$ cat config.mk
export PLATFORM = sky130hd
export DESIGN_NAME = tmw_timer
export DESIGN_NICKNAME = d
export VERILOG_FILES = /design/src/logic/tmw_pkg.sv /design/src/logic/tmw_reg_if.sv /design/src/logic/tmw_axil_slave.sv /design/src/logic/tmw_timer.sv
export SDC_FILE = /design/constraint.sdc
export NUM_CORES = 1
export LEC_CHECK = 0
export ABC_AREA = 1
export BUFFER_PORTS_ARGS = -buffer_cell sky130_fd_sc_hd__buf_2
export CAP_MARGIN = 40
export CELL_PAD_IN_SITES_DETAIL_PLACEMENT = 1
export CELL_PAD_IN_SITES_GLOBAL_PLACEMENT = 1
export CORE_MARGIN = 2
export CORE_UTILIZATION = 40
export CTS_CLUSTER_DIAMETER = 100
export CTS_CLUSTER_SIZE = 40
export DETAILED_ROUTE_END_ITERATION = 16
export GPL_TIMING_DRIVEN = 0
export MAX_ROUTING_LAYER = met4
export PLACE_DENSITY_LB_ADDON = 0.1
export SYNTH_ARGS = -nofsm -noshare
export SYNTH_HDL_FRONTEND = slang
export SYNTH_HIERARCHICAL = 1
export SYNTH_SLANG_ARGS = --single-unit
$ cat constraint.sdc
create_clock -name aclk -period 2.3 [get_ports aclk]
set_input_delay 0.69 -clock aclk [delete_from_list [all_inputs] [get_ports aclk]]
set_output_delay 0.69 -clock aclk [all_outputs]
set_load 0.05 [all_outputs]
$ cat src/logic/tmw_pkg.sv
/*
  Shared constants for the 8-bit waveform timer: register map, field
  positions, reset values, mode and output-action encodings.
  Assumes a 32-bit AXI4-Lite register bus with byte addresses.
*/
package tmw_pkg;
  // ------------------------------------------------------------
  // bus
  // ------------------------------------------------------------
  localparam int ADDR_W = 8;
  localparam int DATA_W = 32;
  localparam logic [1:0] RESP_OKAY = 2'h0;
  localparam logic [1:0] RESP_SLVERR = 2'h2;
  localparam logic [31:0] RD_ZERO = 32'h0000_0000;
  // ------------------------------------------------------------
  // register map
  // ------------------------------------------------------------
  localparam logic [7:0] OFS_CTRL = 8'h00;
  localparam logic [7:0] OFS_COUNT = 8'h04;
  localparam logic [7:0] OFS_COMPARE = 8'h08;
  localparam logic [7:0] OFS_FLAGS = 8'h0C;
  localparam logic [7:0] OFS_PORT = 8'h10;
  localparam int CTRL_MODE_LSB = 0;
  localparam int CTRL_OAS_LSB = 4;
  localparam int CTRL_FORCE_BIT = 7;
  localparam int FLAG_OVF_BIT = 0;
  localparam int FLAG_CMP_BIT = 1;
  localparam int PORT_OUT_BIT = 0;
  localparam int PORT_DIR_BIT = 1;
  localparam int PORT_OC_BIT = 2;
  // ------------------------------------------------------------
  // values
  // ------------------------------------------------------------
  localparam logic [7:0] CNT_BOTTOM = 8'h00;
  localparam logic [7:0] CNT_MAX = 8'hFF;
  localparam logic [7:0] CNT_STEP = 8'h01;
  localparam logic [7:0] RST_COMPARE = 8'h00;
  localparam logic [1:0] OAS_NONE = 2'h0;
  localparam logic [1:0] OAS_TOGGLE = 2'h1;
  localparam logic [1:0] OAS_CLEAR = 2'h2;
  localparam logic [1:0] OAS_SET = 2'h3;
  typedef enum logic [1:0] {MODE_NORMAL, MODE_PHASE, MODE_CLEAR, MODE_FAST} tmw_mode_e;

  function automatic logic tmw_addr_ok(input logic [7:0] a);
    return a inside {OFS_CTRL, OFS_COUNT, OFS_COMPARE, OFS_FLAGS, OFS_PORT};
  endfunction
endpackage

$ cat src/logic/tmw_reg_if.sv
/*
  Register access strobes between the bus slave and the timer core.
  Assumes both ends run on the same clock.
*/
interface tmw_reg_if;
  logic wr_en;
  logic [7:0] wr_addr;
  logic [31:0] wr_data;
  logic [3:0] wr_strb;
  logic [7:0] rd_addr;
  logic [31:0] rd_data;
  modport slv (output wr_en, output wr_addr, output wr_data, output wr_strb,
               output rd_addr, input rd_data);
  modport core (input wr_en, input wr_addr, input wr_data, input wr_strb,
                input rd_addr, output rd_data);
endinterface

$ cat src/logic/tmw_axil_slave.sv
/*
  AXI4-Lite slave: turns bus transfers into one-cycle register strobes.
  Assumes the core answers reads combinationally from rd_addr.
*/
module tmw_axil_slave
  import tmw_pkg::*;
(
  // clock and reset
  input wire logic aclk,
  input wire logic aresetn,
  // write channels
  input wire logic [ADDR_W-1:0] awaddr,
  input wire logic awvalid,
  output logic awready,
  input wire logic [DATA_W-1:0] wdata,
  input wire logic [3:0] wstrb,
  input wire logic wvalid,
  output logic wready,
  output logic [1:0] bresp,
  output logic bvalid,
  input wire logic bready,
  // read channels
  input wire logic [ADDR_W-1:0] araddr,
  input wire logic arvalid,
  output logic arready,
  output logic [DATA_W-1:0] rdata,
  output logic [1:0] rresp,
  output logic rvalid,
  input wire logic rready,
  // core side
  tmw_reg_if.slv rif
);
  logic aw_held_reg, w_held_reg;
  logic [ADDR_W-1:0] awaddr_reg;
  logic [DATA_W-1:0] wdata_reg;
  logic [3:0] wstrb_reg;

  // address and data are taken independently, in either order
  assign awready = !aw_held_reg && !bvalid;
  assign wready = !w_held_reg && !bvalid;
  assign rif.wr_en = aw_held_reg && w_held_reg && !bvalid;
  assign rif.wr_addr = awaddr_reg;
  assign rif.wr_data = wdata_reg;
  assign rif.wr_strb = wstrb_reg;
  assign rif.rd_addr = araddr;
  assign arready = !rvalid;

  always_ff @(posedge aclk) begin
    if (!aresetn) begin
      aw_held_reg <= 1'b0;
      w_held_reg <= 1'b0;
      awaddr_reg <= '0;
      wdata_reg <= '0;
      wstrb_reg <= '0;
    end else if (rif.wr_en) begin
      aw_held_reg <= 1'b0;
      w_held_reg <= 1'b0;
    end else begin
      if (awvalid && awready) begin
        aw_held_reg <= 1'b1;
        awaddr_reg <= awaddr;
      end
      if (wvalid && wready) begin
        w_held_reg <= 1'b1;
        wdata_reg <= wdata;
        wstrb_reg <= wstrb;
      end
    end
  end

  always_ff @(posedge aclk) begin
    if (!aresetn) begin
      bvalid <= 1'b0;
      bresp <= RESP_OKAY;
    end else if (rif.wr_en) begin
      bvalid <= 1'b1;
      bresp <= tmw_addr_ok(awaddr_reg) ? RESP_OKAY : RESP_SLVERR;
    end else if (bready) begin
      bvalid <= 1'b0;
    end
  end

  always_ff @(posedge aclk) begin
    if (!aresetn) begin
      rvalid <= 1'b0;
      rdata <= RD_ZERO;
      rresp <= RESP_OKAY;
    end else if (arvalid && arready) begin
      rvalid <= 1'b1;
      rdata <= rif.rd_data;
      rresp <= tmw_addr_ok(araddr) ? RESP_OKAY : RESP_SLVERR;
    end else if (rready) begin
      rvalid <= 1'b0;
    end
  end
endmodule

$ cat src/logic/tmw_timer.sv
/*
  8-bit timer/counter with one compare channel, waveform output and
  port-pin override, registers reached over AXI4-Lite.
  Assumes timer_tick is a one-cycle enable from a prescaler on aclk.
*/
// Operation
// - reset clears the compare output state and the pin
// - nonzero output action select routes compare state to pin; direction unchanged
// - output action select zero leaves compare state alone on match
// - new action applies at next match; force strobe applies it now, outside PWM modes only
// - mode selects counting; action select only shapes output
// - normal mode counts up, wraps 0xFF to 0x00, counter writable anytime
// - normal mode sets overflow flag as counter becomes zero
// - clear-on-match mode clears counter when it equals compare value
// - clear-on-match mode sets compare flag each period top
// - clear-on-match compare writes unbuffered; missed match wraps through 0xFF
// - clear-on-match with action one toggles output on every match
// - clear-on-match sets overflow flag on MAX to 0x00 pass
// - fast PWM counts 0 to 0xFF then clears, single slope
// - fast PWM action 2 clears on match sets at wrap; 3 inverse
// - fast PWM sets overflow flag at maximum count
// - fast PWM period is 256 ticks
// - compare zero gives one-tick pulse; compare max gives constant level
// - fast PWM action one toggles on match, buffering still active
// - PWM compare writes buffered until update point; otherwise direct
// - equality sets compare flag next tick; cleared by writing one
// - counter write blocks compare match in the next tick
// - force strobe changes output only, no flag, no counter clear
module tmw_timer
  import tmw_pkg::*;
(
  // clock and reset
  input wire logic aclk,
  input wire logic aresetn,
  // timer tick enable from prescaler
  input wire logic timer_tick,
  // axi4-lite write
  input wire logic [ADDR_W-1:0] awaddr,
  input wire logic awvalid,
  output logic awready,
  input wire logic [DATA_W-1:0] wdata,
  input wire logic [3:0] wstrb,
  input wire logic wvalid,
  output logic wready,
  output logic [1:0] bresp,
  output logic bvalid,
  input wire logic bready,
  // axi4-lite read
  input wire logic [ADDR_W-1:0] araddr,
  input wire logic arvalid,
  output logic arready,
  output logic [DATA_W-1:0] rdata,
  output logic [1:0] rresp,
  output logic rvalid,
  input wire logic rready,
  // port pin
  output logic pin_out,
  output logic pin_oe
);
  // ------------------------------------------------------------
  // bus slave
  // ------------------------------------------------------------
  tmw_reg_if rif ();

  tmw_axil_slave u_bus (
    .aclk(aclk),
    .aresetn(aresetn),
    .awaddr(awaddr),
    .awvalid(awvalid),
    .awready(awready),
    .wdata(wdata),
    .wstrb(wstrb),
    .wvalid(wvalid),
    .wready(wready),
    .bresp(bresp),
    .bvalid(bvalid),
    .bready(bready),
    .araddr(araddr),
    .arvalid(arvalid),
    .arready(arready),
    .rdata(rdata),
    .rresp(rresp),
    .rvalid(rvalid),
    .rready(rready),
    .rif(rif)
  );

  // ------------------------------------------------------------
  // state
  // ------------------------------------------------------------
  tmw_mode_e mode_reg;
  logic [1:0] oas_reg;
  logic [7:0] cnt_reg;
  logic [7:0] cmp_act_reg;
  logic [7:0] cmp_buf_reg;
  logic ovf_reg, cmpf_reg, oc_reg, block_reg;
  logic port_out_reg, port_dir_reg;

  function automatic logic wr_hit(input logic [7:0] ofs);
    return rif.wr_en && rif.wr_strb[0] && (rif.wr_addr == ofs);
  endfunction

  // action on a match, shared by real and forced matches
  function automatic logic oc_act(input logic [1:0] oas, input logic cur);
    logic r;
    r = cur;
    unique case (oas)
      OAS_NONE: r = cur;
      OAS_TOGGLE: r = ~cur;
      OAS_CLEAR: r = 1'b0;
      OAS_SET: r = 1'b1;
    endcase
    return r;
  endfunction

  function automatic logic mode_is_pwm(input tmw_mode_e m);
    return (m == MODE_FAST) || (m == MODE_PHASE);
  endfunction

  logic ctrl_wr, cnt_wr, cmp_wr, flag_wr, port_wr;
  logic force_now, match_w, wrap_w, ovf_set, cmpf_set, ovr_src;
  tmw_mode_e wmode;
  logic [1:0] woas;

  assign ctrl_wr = wr_hit(OFS_CTRL);
  assign cnt_wr = wr_hit(OFS_COUNT);
  assign cmp_wr = wr_hit(OFS_COMPARE);
  assign flag_wr = wr_hit(OFS_FLAGS);
  assign port_wr = wr_hit(OFS_PORT);
  assign wmode = tmw_mode_e'(rif.wr_data[CTRL_MODE_LSB +: 2]);
  assign woas = rif.wr_data[CTRL_OAS_LSB +: 2];
  // strobe acts with the mode and action written alongside it
  assign force_now = ctrl_wr && rif.wr_data[CTRL_FORCE_BIT] && !mode_is_pwm(wmode);
  // phase-correct mode is not implemented: no matches, counter holds
  assign match_w = (cnt_reg == cmp_act_reg) && !block_reg && (mode_reg != MODE_PHASE);
  assign wrap_w = (cnt_reg == CNT_MAX);
  assign ovf_set = timer_tick && wrap_w && (mode_reg != MODE_PHASE) && !cnt_wr;
  assign cmpf_set = timer_tick && match_w;

  // ------------------------------------------------------------
  // control
  // ------------------------------------------------------------
  always_ff @(posedge aclk) begin
    if (!aresetn) begin
      mode_reg <= MODE_NORMAL;
      oas_reg <= OAS_NONE;
    end else if (ctrl_wr) begin
      mode_reg <= wmode;
      oas_reg <= woas;
    end
  end

  always_ff @(posedge aclk) begin
    if (!aresetn) begin
      port_out_reg <= 1'b0;
      port_dir_reg <= 1'b0;
    end else if (port_wr) begin
      port_out_reg <= rif.wr_data[PORT_OUT_BIT];
      port_dir_reg <= rif.wr_data[PORT_DIR_BIT];
    end
  end

  // ------------------------------------------------------------
  // counter
  // ------------------------------------------------------------
  // processor write beats any tick-driven clear or count
  always_ff @(posedge aclk) begin
    if (!aresetn) begin
      cnt_reg <= CNT_BOTTOM;
    end else if (cnt_wr) begin
      cnt_reg <= rif.wr_data[7:0];
    end else if (timer_tick) begin
      unique case (mode_reg)
        MODE_NORMAL: cnt_reg <= cnt_reg + CNT_STEP;
        MODE_FAST: cnt_reg <= cnt_reg + CNT_STEP;
        MODE_CLEAR: cnt_reg <= match_w ? CNT_BOTTOM : cnt_reg + CNT_STEP;
        MODE_PHASE: cnt_reg <= cnt_reg;
      endcase
    end
  end

  always_ff @(posedge aclk) begin
    if (!aresetn) begin
      block_reg <= 1'b0;
    end else if (cnt_wr) begin
      block_reg <= 1'b1;
    end else if (timer_tick) begin
      block_reg <= 1'b0;
    end
  end

  // ------------------------------------------------------------
  // compare value
  // ------------------------------------------------------------
  // buffered in PWM so a period never sees a half-updated threshold
  always_ff @(posedge aclk) begin
    if (!aresetn) begin
      cmp_buf_reg <= RST_COMPARE;
      cmp_act_reg <= RST_COMPARE;
    end else if (cmp_wr) begin
      cmp_buf_reg <= rif.wr_data[7:0];
      if (!mode_is_pwm(mode_reg)) begin
        cmp_act_reg <= rif.wr_data[7:0];
      end
    end else if (timer_tick && (mode_reg == MODE_FAST) && wrap_w) begin
      cmp_act_reg <= cmp_buf_reg;
    end
  end

  // ------------------------------------------------------------
  // flags: hardware set wins over a write-one clear
  // ------------------------------------------------------------
  always_ff @(posedge aclk) begin
    if (!aresetn) begin
      ovf_reg <= 1'b0;
    end else if (ovf_set) begin
      ovf_reg <= 1'b1;
    end else if (flag_wr && rif.wr_data[FLAG_OVF_BIT]) begin
      ovf_reg <= 1'b0;
    end
  end

  always_ff @(posedge aclk) begin
    if (!aresetn) begin
      cmpf_reg <= 1'b0;
    end else if (cmpf_set) begin
      cmpf_reg <= 1'b1;
    end else if (flag_wr && rif.wr_data[FLAG_CMP_BIT]) begin
      cmpf_reg <= 1'b0;
    end
  end

  // ------------------------------------------------------------
  // compare output state
  // ------------------------------------------------------------
  // a force in the same cycle as a tick wins; the tick action is dropped
  always_ff @(posedge aclk) begin
    if (!aresetn) begin
      oc_reg <= 1'b0;
    end else if (force_now) begin
      oc_reg <= oc_act(woas, oc_reg);
    end else if (timer_tick) begin
      unique case (mode_reg)
        MODE_NORMAL, MODE_CLEAR: begin
          if (match_w) begin
            oc_reg <= oc_act(oas_reg, oc_reg);
          end
        end
        MODE_FAST: begin
          // wrap outranks a match at MAX, giving a constant level
          if (wrap_w && oas_reg[1]) begin
            oc_reg <= ~oas_reg[0];
          end else if (match_w) begin
            oc_reg <= oc_act(oas_reg, oc_reg);
          end
        end
        MODE_PHASE: oc_reg <= oc_reg;
      endcase
    end
  end

  // ------------------------------------------------------------
  // pin override
  // ------------------------------------------------------------
  assign ovr_src = (oas_reg != OAS_NONE) ? oc_reg : port_out_reg;

  always_ff @(posedge aclk) begin
    if (!aresetn) begin
      pin_out <= 1'b0;
      pin_oe <= 1'b0;
    end else begin
      pin_out <= ovr_src;
      pin_oe <= port_dir_reg;
    end
  end

  // ------------------------------------------------------------
  // read mux
  // ------------------------------------------------------------
  always_comb begin
    rif.rd_data = RD_ZERO;
    case (rif.rd_addr)
      OFS_CTRL: begin
        rif.rd_data[CTRL_MODE_LSB +: 2] = mode_reg;
        rif.rd_data[CTRL_OAS_LSB +: 2] = oas_reg;
      end
      OFS_COUNT: rif.rd_data[7:0] = cnt_reg;
      OFS_COMPARE: rif.rd_data[7:0] = cmp_buf_reg;
      OFS_FLAGS: begin
        rif.rd_data[FLAG_OVF_BIT] = ovf_reg;
        rif.rd_data[FLAG_CMP_BIT] = cmpf_reg;
      end
      OFS_PORT: begin
        rif.rd_data[PORT_OUT_BIT] = port_out_reg;
        rif.rd_data[PORT_DIR_BIT] = port_dir_reg;
        rif.rd_data[PORT_OC_BIT] = oc_reg;
      end
      default: rif.rd_data = RD_ZERO;
    endcase
  end
endmodule
Word-level counts from Yosys, hierarchy flattened
Index checks and enable logic that the tools add are counted.
- bits in registers: 69
- input bits: 60
- output and inout bits: 43
- logic and storage cells: 144
- add/subtract/negate cells: 1
- equal/unequal tests: 26
- multiplexer cells: 32
- bitwise gates (word level): 4
- reduce and logical (&&, ||, !) cells: 58
- operator list (kind ; count):
    8-bit two-way mux ; 6
    8-bit by 4-bit == test with 1-bit output, second input constant ; 4
    1-bit logical AND ; 26
    8-bit by 3-bit == test with 1-bit output, second input constant ; 2
    8-bit by 5-bit == test with 1-bit output, second input constant ; 2
    8-bit logical NOT ; 2
    8-bit case mux with 2 select lines ; 1
    2-bit nonzero test ; 8
    1-bit two-way mux ; 15
    2-bit == test, second input constant ; 7
    2-bit case mux with 5 select lines ; 1
    5-bit nonzero test ; 2
    8-bit by 1-bit adder with 8-bit output, second input constant ; 1
    2-bit by 1-bit == test with 1-bit output, second input constant ; 4
    8-bit == test ; 1
    8-bit == test, second input constant ; 1
    2-bit != test, second input constant ; 4
    2-bit AND reduction ; 4
    1-bit logical NOT ; 7
    2-bit logical NOT ; 3
    1-bit case mux with 3 select lines ; 2
    2-bit case mux with 3 select lines ; 1
    2-bit OR reduction ; 3
    2-bit two-way mux ; 2
    7 further kinds ; 12

Logic depth before layout (Yosys ltp)
Gate-level depths: netlist of run 1.
- word-level depth: 8
- gate-level depth with buffers: 12
- depth with buffers taken out: 11

Modules after synthesis
Netlist of run 1, hierarchy kept.
- by module, submodules not included (module ; times used ; cells an instance ; area each (um2) ; seq. area each (um2)):
    tmw_axil_slave ; 1 ; 380 ; 2974.1 ; 1641.6
    tmw_timer ; 1 ; 328 ; 2204.6 ; 720.7

Worst setup path after synthesis of run 1
Ideal clock, no wire load.
- path kind: reg-to-output
- from: register u_bus.bvalid
- to: output port awready
- data arrival time: 1.308 ns
- required time: 1.610 ns
- slack: 0.302 ns
- stages on the path, launching flop included: 2
- buffers on the path: 0
- path through: dfxtp_1 nor2_1
- word-level cells in the longest chain between the ends: 2
- RTL lines (item ; RTL line ; RTL):
    start: declaration ; tmw_axil_slave.sv:20 ; output logic bvalid,
    start signal: assignment ; tmw_axil_slave.sv:73 ; bvalid <= 1'b0;
    start signal: assignment ; tmw_axil_slave.sv:76 ; bvalid <= 1'b1;
    start signal: assignment ; tmw_axil_slave.sv:79 ; bvalid <= 1'b0;
    1-bit logical NOT ; tmw_axil_slave.sv:39 ; assign awready = !aw_held_reg && !bvalid;
    1-bit logical AND ; tmw_axil_slave.sv:39 ;
    end: declaration ; tmw_timer.sv:40 ; output logic awready,
No other way between the ends.

Worst setup path after layout of run 1
- from: register u_bus.w_held_reg
- to: register cnt_reg[1]
- word-level cells in the longest chain between the ends: 6
- elaborated cells on any way between the ends: 8
- classes of those cells: 1 x eq/ne; 1 x mux; 6 x reduce/logical
- RTL lines (item ; RTL line ; RTL):
    start: declaration ; tmw_axil_slave.sv:33 ; logic aw_held_reg, w_held_reg;
    start signal: assignment ; tmw_axil_slave.sv:51 ; w_held_reg <= 1'b0;
    start signal: assignment ; tmw_axil_slave.sv:57 ; w_held_reg <= 1'b0;
    start signal: assignment ; tmw_axil_slave.sv:64 ; w_held_reg <= 1'b1;
    1-bit logical AND * (2 in series) ; tmw_axil_slave.sv:41 ; assign rif.wr_en = aw_held_reg && w_held_reg && !bvalid;
    net rif.wr_en ; tmw_reg_if.sv:6 ; logic wr_en;
    1-bit logical AND * (2 in series) ; tmw_timer.sv:100 ; return rif.wr_en && rif.wr_strb[0] && (rif.wr_addr == ofs);
    2-bit != test (no line) or 2-bit nonzero test (tied branches) ; - ;
    2-bit AND reduction (no line) ; - ;
    end signal: assignment ; tmw_timer.sv:171 ; cnt_reg <= rif.wr_data[7:0];
    end signal: assignment ; tmw_timer.sv:174 ; MODE_NORMAL: cnt_reg <= cnt_reg + CNT_STEP;
    end signal: assignment ; tmw_timer.sv:175 ; MODE_FAST: cnt_reg <= cnt_reg + CNT_STEP;
    end: declaration ; tmw_timer.sv:93 ; logic [7:0] cnt_reg;
Mark *: on every way through the listed nets, which the timed path passes. The rest lies on a longest branch.
A chain may end at the register's enable or synchronous reset.

==> impl_metrics.csv, run 1 <==
group,metric,value,unit
status,status,"finished, final reports clean",
timing,rsz0062_at_grt,"false",
placed_design,gpl.final_weighted_congestion,0.903,
clock_network,cts_inserted_buffers,9,
timing,setup_viol,0,
clock_network,cts_resized,0,
clock_network,cts_max_level,3,
worst_setup_path,crit_chain,"nand2_1, nor2_2, nand2_1, inv_1, nand3_1, nor2_4, nor2_1, inv_1, o22ai_1, inv_1, a21oi_1",
cells_and_area,largest_reg_flops,32,
cells_and_area,area_delta_synth_final,19.8,%
worst_hold_path,holdCritPathClass,"flop to flop",
power,clockPowerShare,33.1,%
route,dr.pass1.iters,4,
power,p_leak,2.22,nW
timing,fmax,482,MHz
route,antenna_left,0,
global_routing,antenna_found_initial,0,
timing,min_period_over_period,90.2,%
die,core,10300,µm²
worst_setup_path,critPathKind,"flop to flop",
route,via_per_inst,4.93,
timing,fin_setup_tns,0,ps
worst_setup_path,cp.required,2530,ps
global_routing,grt.total_usage,23.9,%
clock_network,ctsHoldBuffers,0,
timing,relSlewSlack,59.5,%
global_routing,grt_start_max_net_pins,15,
worst_setup_path,critPathArrivalTime,2300,ps
power,combPwrFrac,18.2,%
power,p_sw,1.12,mW
die,die_x,107,µm
timing,fin_crit,2080,ps
cells_and_area,fillers,1416,
route,vias,4157,
timing,hold-worst-slack,476,ps
global_routing,grt_pass1_vias,4326,
die,num_io_pins,103,
route,drc,0,
clock_network,cts_post_setup_buffers_inserted,0,
timing,report.final.hold_viol_count,0,
clock_network,cts_tree,"done",
cells_and_area,fin_nets,764,
run,max-cap-violations,0,
global_routing,grt_overflow,0,
power,peakVddDrop,0.398,mV
cells_and_area,drive_above_1_share,19.6,%
synth,ys_warn_count,6,
clock_network,clock-sinks,91,
synth,syn_avg_cell_area,7.17,µm²
clock_network,path_clk_slew,90,ps
worst_setup_path,crit_fanout,6,
route,wirelength,12.7,mm
worst_setup_path,slowest_delay,420,ps
timing,tightest_slew,607,ps
die,die_height,107,µm
cells_and_area,top_register,"u_bus/rdata",
worst_setup_path,crit_path_end_kind,"flop",
clock_network,clock_path_buffers,2,
power,power_frac_seq,48.7,%
clock_network,cts_root_buf,"clkbuf_8",
route,drt_iter0_drc,123,
synth,postSynthCellCount,595,
worst_setup_path,worstSetupStartpointType,"flop",
cells_and_area,diodes,0,
placed_design,dp.final_hpwl,9.72,mm
placed_design,port_buffers,73,
die,start_util,41.3,%
worst_setup_path,cpMostUsedCell,"inv_1",
die,dieArea,11500,µm²
route,wl_per_cell,15.0,µm
global_routing,grt_pass1_wl,20.7,mm
die,num_rows,37,
power,p_per_area,694,nW/µm²
power,sw_frac_of_total,31.6,%
worst_setup_path,critPathSlowestCell,"dfxtp_1",
clock_network,clk_latency,370,ps
timing,skew,12.2,ps
power,intPower,2.43,mW
timing,slew_violations,0,
synth,synth.cell_area,4260,µm²
==> power by group through the flow <==
stage | registers [mW] | logic, mW | clock network, mW
6_report | 1.73 | 0.645 | 1.17
5_1_grt | 1.74 | 0.712 | 1.26
4_1_cts | 1.73 | 0.650 | 1.20
3_5_place_dp | 1.76 | 0.646 | 0
3_3_place_gp | 1.76 | 0.624 | 0
2_1_floorplan | 1.92 | 0.306 | 0
==> final timing paths <==
check / start / slack, ps / cells after the start / end
min: block_reg / 480 / 2 / block_reg
min reg2reg: block_reg / 480 / 2 / block_reg
max reg2reg: u_bus/w_held_reg / 220 / 11 / cnt_reg[1]
max: u_bus/w_held_reg / 220 / 11 / cnt_reg[1]
==> metal layers <==
layer	up-vias	part of all wire, %	track usage, %
met5	-	0	-
met1	1965	46	28.7
met3	16	4.7	3.51
met2	87	48	40.6
li1	2089	-	-
met4	0	1.6	9.28
==> layout make-up <==
class / count / area, µm² / area share (%)
Tap cell: 136 / 170 / 3.33
Multi-Input combinational cell: 433 / 2120 / 41.5
Clock inverter: 4 / 47.5 / 0.930
Sequential cell: 91 / 1820 / 35.7
Timing Repair Buffer: 73 / 365 / 7.15
Buffer: 30 / 173 / 3.38
Clock buffer: 12 / 165 / 3.23
Inverter: 65 / 249 / 4.87
==> worst max-delay path: cells and delay by family (launching register included) <==
family / cells / cell delay (ps)
buffers and inverters: 3 / 410
AND/OR/NAND/NOR: 6 / 950
AO/OA/AOI/OAI: 2 / 160
flip-flops: 1 / 420
==> per-stage QoR <==
stage	cell area, µm²	setup WS, ps	total power, mW	util [%]	cells
2_1_floorplan	4350	302	2.22	-	619
3_3_place_gp	4890	105	2.38	47.4	828
3_5_place_dp	4890	115	2.41	47.4	828
4_1_cts	5100	93.9	3.58	49.4	844
5_1_grt	5110	21.3	3.71	49.5	844
6_report	5110	225	3.55	49.5	844
==> cell usage in the layout, fill, tap and decap left out, types with 3 or more instances in the layout <==
cell type,n
nor2_1,138
dfxtp_1,91
buf_2,76
nand2_1,75
o21ai_0,66
inv_1,58
nand3_1,28
a21oi_1,28
conb_1,26
buf_4,13
clkbuf_1,12
clkbuf_8,12
nand4_1,6
o211ai_1,5
inv_2,5
o21ai_1,5
xnor2_1,5
nand3b_1,5
o22ai_1,5
nor2_4,4
nor2_2,4
o21ai_2,4
nor3_1,4
nand2_2,3
a21oi_2,3
o21a_1,3
xor2_1,3
Power figures use the tool's default switching activity.
==> run 2: changes to the inputs <==
- ABC_AREA: 1 -> 0
- CORE_UTILIZATION: 40 -> 42
==> run 2 against run 1 <==
Against the previous run: worst setup slack lost 21 ps; die area shrank 4.3%; critical endpoint is now cmp_act_reg[3]; utilization grew 2.5 points; clock power shrank 5%; global-route usage shrank 1.5 points; cell area is essentially flat; synthesized cell count shrank 15%; combinational power shrank 24%; sequential power is essentially flat; first-iteration DRC count grew 8.1%.
==> impl_metrics.csv, run 2 <==
group,metric,value,unit
worst_setup_path,path_delay_family,"simple AND/OR/NAND/NOR gates",
timing,hold-worst-slack,466,ps
clock_network,ctsHoldBuffers,0,
power,p_sw,0.942,mW
timing,report.final.hold_viol_count,0,
timing,fmax,477,MHz
status,status,"finished, final reports clean",
clock_network,cts_post_setup_buffers_inserted,0,
timing,slew_violations,0,
clock_network,cts_inserted_buffers,9,
cells_and_area,largest_reg_flops,32,
synth,syn_avg_cell_area,8.49,µm²
synth,synth.cell_area,4280,µm²
global_routing,grt.total_usage,22.5,%
worst_setup_path,critPathSlowestCell,"dfxtp_1",
route,vias,3771,
worst_setup_path,crit_path_end_kind,"flop",
power,p_per_area,648,nW/µm²
power,sw_frac_of_total,28.5,%
cells_and_area,fillers,1266,
timing,tightest_slew,518,ps
die,die_height,105,µm
worst_setup_path,critPathKind,"flop to flop",
placed_design,dp.final_hpwl,8.70,mm
timing,relSlewSlack,65.0,%
power,clockPowerShare,33.6,%
timing,min_period_over_period,91.1,%
clock_network,clock-sinks,91,
cells_and_area,area_delta_synth_final,19.4,%
clock_network,cts_tree,"done",
power,intPower,2.37,mW
cells_and_area,top_register,"u_bus/rdata",
global_routing,grt_pass1_vias,3920,
cells_and_area,layout_commonest_cell,"nand2_1",
route,antenna_left,0,
timing,fin_crit,2100,ps
cells_and_area,drive_above_1_share,21.3,%
timing,fin_setup_tns,0,ps
worst_setup_path,cpMostUsedCell,"buf_6",
clock_network,path_clk_slew,90,ps
cells_and_area,diodes,0,
die,num_rows,36,
power,peakVddDrop,0.266,mV
timing,skew,9.92,ps
global_routing,grt_start_max_net_pins,14,
power,power_frac_seq,51.5,%
cells_and_area,utilization,52.0,%
route,via_per_inst,5.04,
worst_setup_path,cp.required,2560,ps
worst_setup_path,critPathArrivalTime,2350,ps
worst_setup_path,crit_chain,"and3b_1, and4b_1, nand3_1, buf_6, mux2i_4, buf_6, nor2_1, a21o_1",
global_routing,antenna_found_initial,0,
timing,finalWorstSetupSlack,204,ps
cells_and_area,fin_nets,672,
route,dr.pass1.iters,4,
timing,setup_viol,0,
route,wirelength,11.6,mm
worst_setup_path,crit_fanout,10,
placed_design,pre_cts_ws,18.4,ps
global_routing,grt_overflow,0,
die,dieArea,11000,µm²
worst_setup_path,slowest_delay,430,ps
cells_and_area,layout_common_cells,"110 x nand2_1, 90 x dfxtp_1, 82 x buf_2",
clock_network,cts_resized,0,
die,num_io_pins,103,
die,core,9820,µm²
placed_design,port_buffers,73,
synth,ys_warn_count,6,
timing,rsz0062_at_grt,"false",
route,wl_per_cell,15.6,µm
run,max-cap-violations,0,
route,drt_iter0_drc,133,
synth,postSynthCellCount,504,
placed_design,gpl.final_weighted_congestion,0.873,
global_routing,grt_pass1_wl,19.2,mm
worst_setup_path,worstSetupStartpointType,"flop",
clock_network,clock_path_buffers,2,
worst_setup_path,crit_buf_inv,2,
die,die_x,105,µm
power,p_leak,2.31,nW
route,drc,0,
clock_network,cts_max_level,3,
power,combPwrFrac,14.9,%
worst_hold_path,holdCritPathClass,"flop to flop",
die,start_util,43.6,%
clock_network,clk_latency,360,ps
clock_network,cts_root_buf,"clkbuf_8",
==> run 2: final cells by class <==
cell class	instances	area, µm²	share of cell area (%)
multi-input cells	393	2290	44.8
flip-flops and latches	91	1820	35.7
repair buffers	73	365	7.16
plain buffers	39	254	4.97
well taps	133	166	3.26
clock buffers	13	159	3.11
clock inverters	2	35.0	0.686
inverters	4	15.0	0.294
==> run 2: worst paths after layout <==
check | depth (start not counted) | from | end | slack (ps)
hold / removal | 2 | u_bus/rdata[3] | u_bus/rdata[3] | 470
setup / recovery | 8 | u_bus/w_held_reg | cmp_act_reg[3] | 200
hold reg to reg | 2 | u_bus/rdata[3] | u_bus/rdata[3] | 470
setup reg to reg | 8 | u_bus/w_held_reg | cmp_act_reg[3] | 200
==> run 2: per-layer routing <==
layer,vias to the layer above,global-route usage [%],part of all wire (%)
li1,1884,-,-
met1,1792,27.2,46
met2,83,38.6,49
met3,12,2.93,3.7
met4,0,7.33,1.2
met5,-,-,0
==> run 2: worst register-to-register path: stages, from the launching register on <==
cell	delay [ps]
dfxtp_1	430
and3b_1	310
and4b_1	250
nand3_1	120
buf_6	190
mux2i_4	310
buf_6	190
nor2_1	50
a21o_1	140
==> run 2: power by group through the flow <==
| stage | sequential (mW) | combinational, mW | clock (mW) |
|---|---|---|---|
| after global placement | 1.73 | 0.479 | 0 |
| after floorplan | 1.82 | 0.264 | 0 |
| final | 1.70 | 0.493 | 1.11 |
| after CTS | 1.70 | 0.493 | 1.13 |
| after detailed placement | 1.74 | 0.491 | 0 |
| after global routing | 1.71 | 0.541 | 1.18 |
==> run 2: metrics by stage <==
| step | instance area, µm² | instances | total power, mW |
|---|---|---|---|
| 6_report | 5110 | 748 | 3.31 |
| 5_1_grt | 5110 | 748 | 3.44 |
| 4_1_cts | 5090 | 749 | 3.33 |
| 3_5_place_dp | 4900 | 734 | 2.23 |
| 3_3_place_gp | 4900 | 734 | 2.21 |
| 2_1_floorplan | 4370 | 528 | 2.08 |
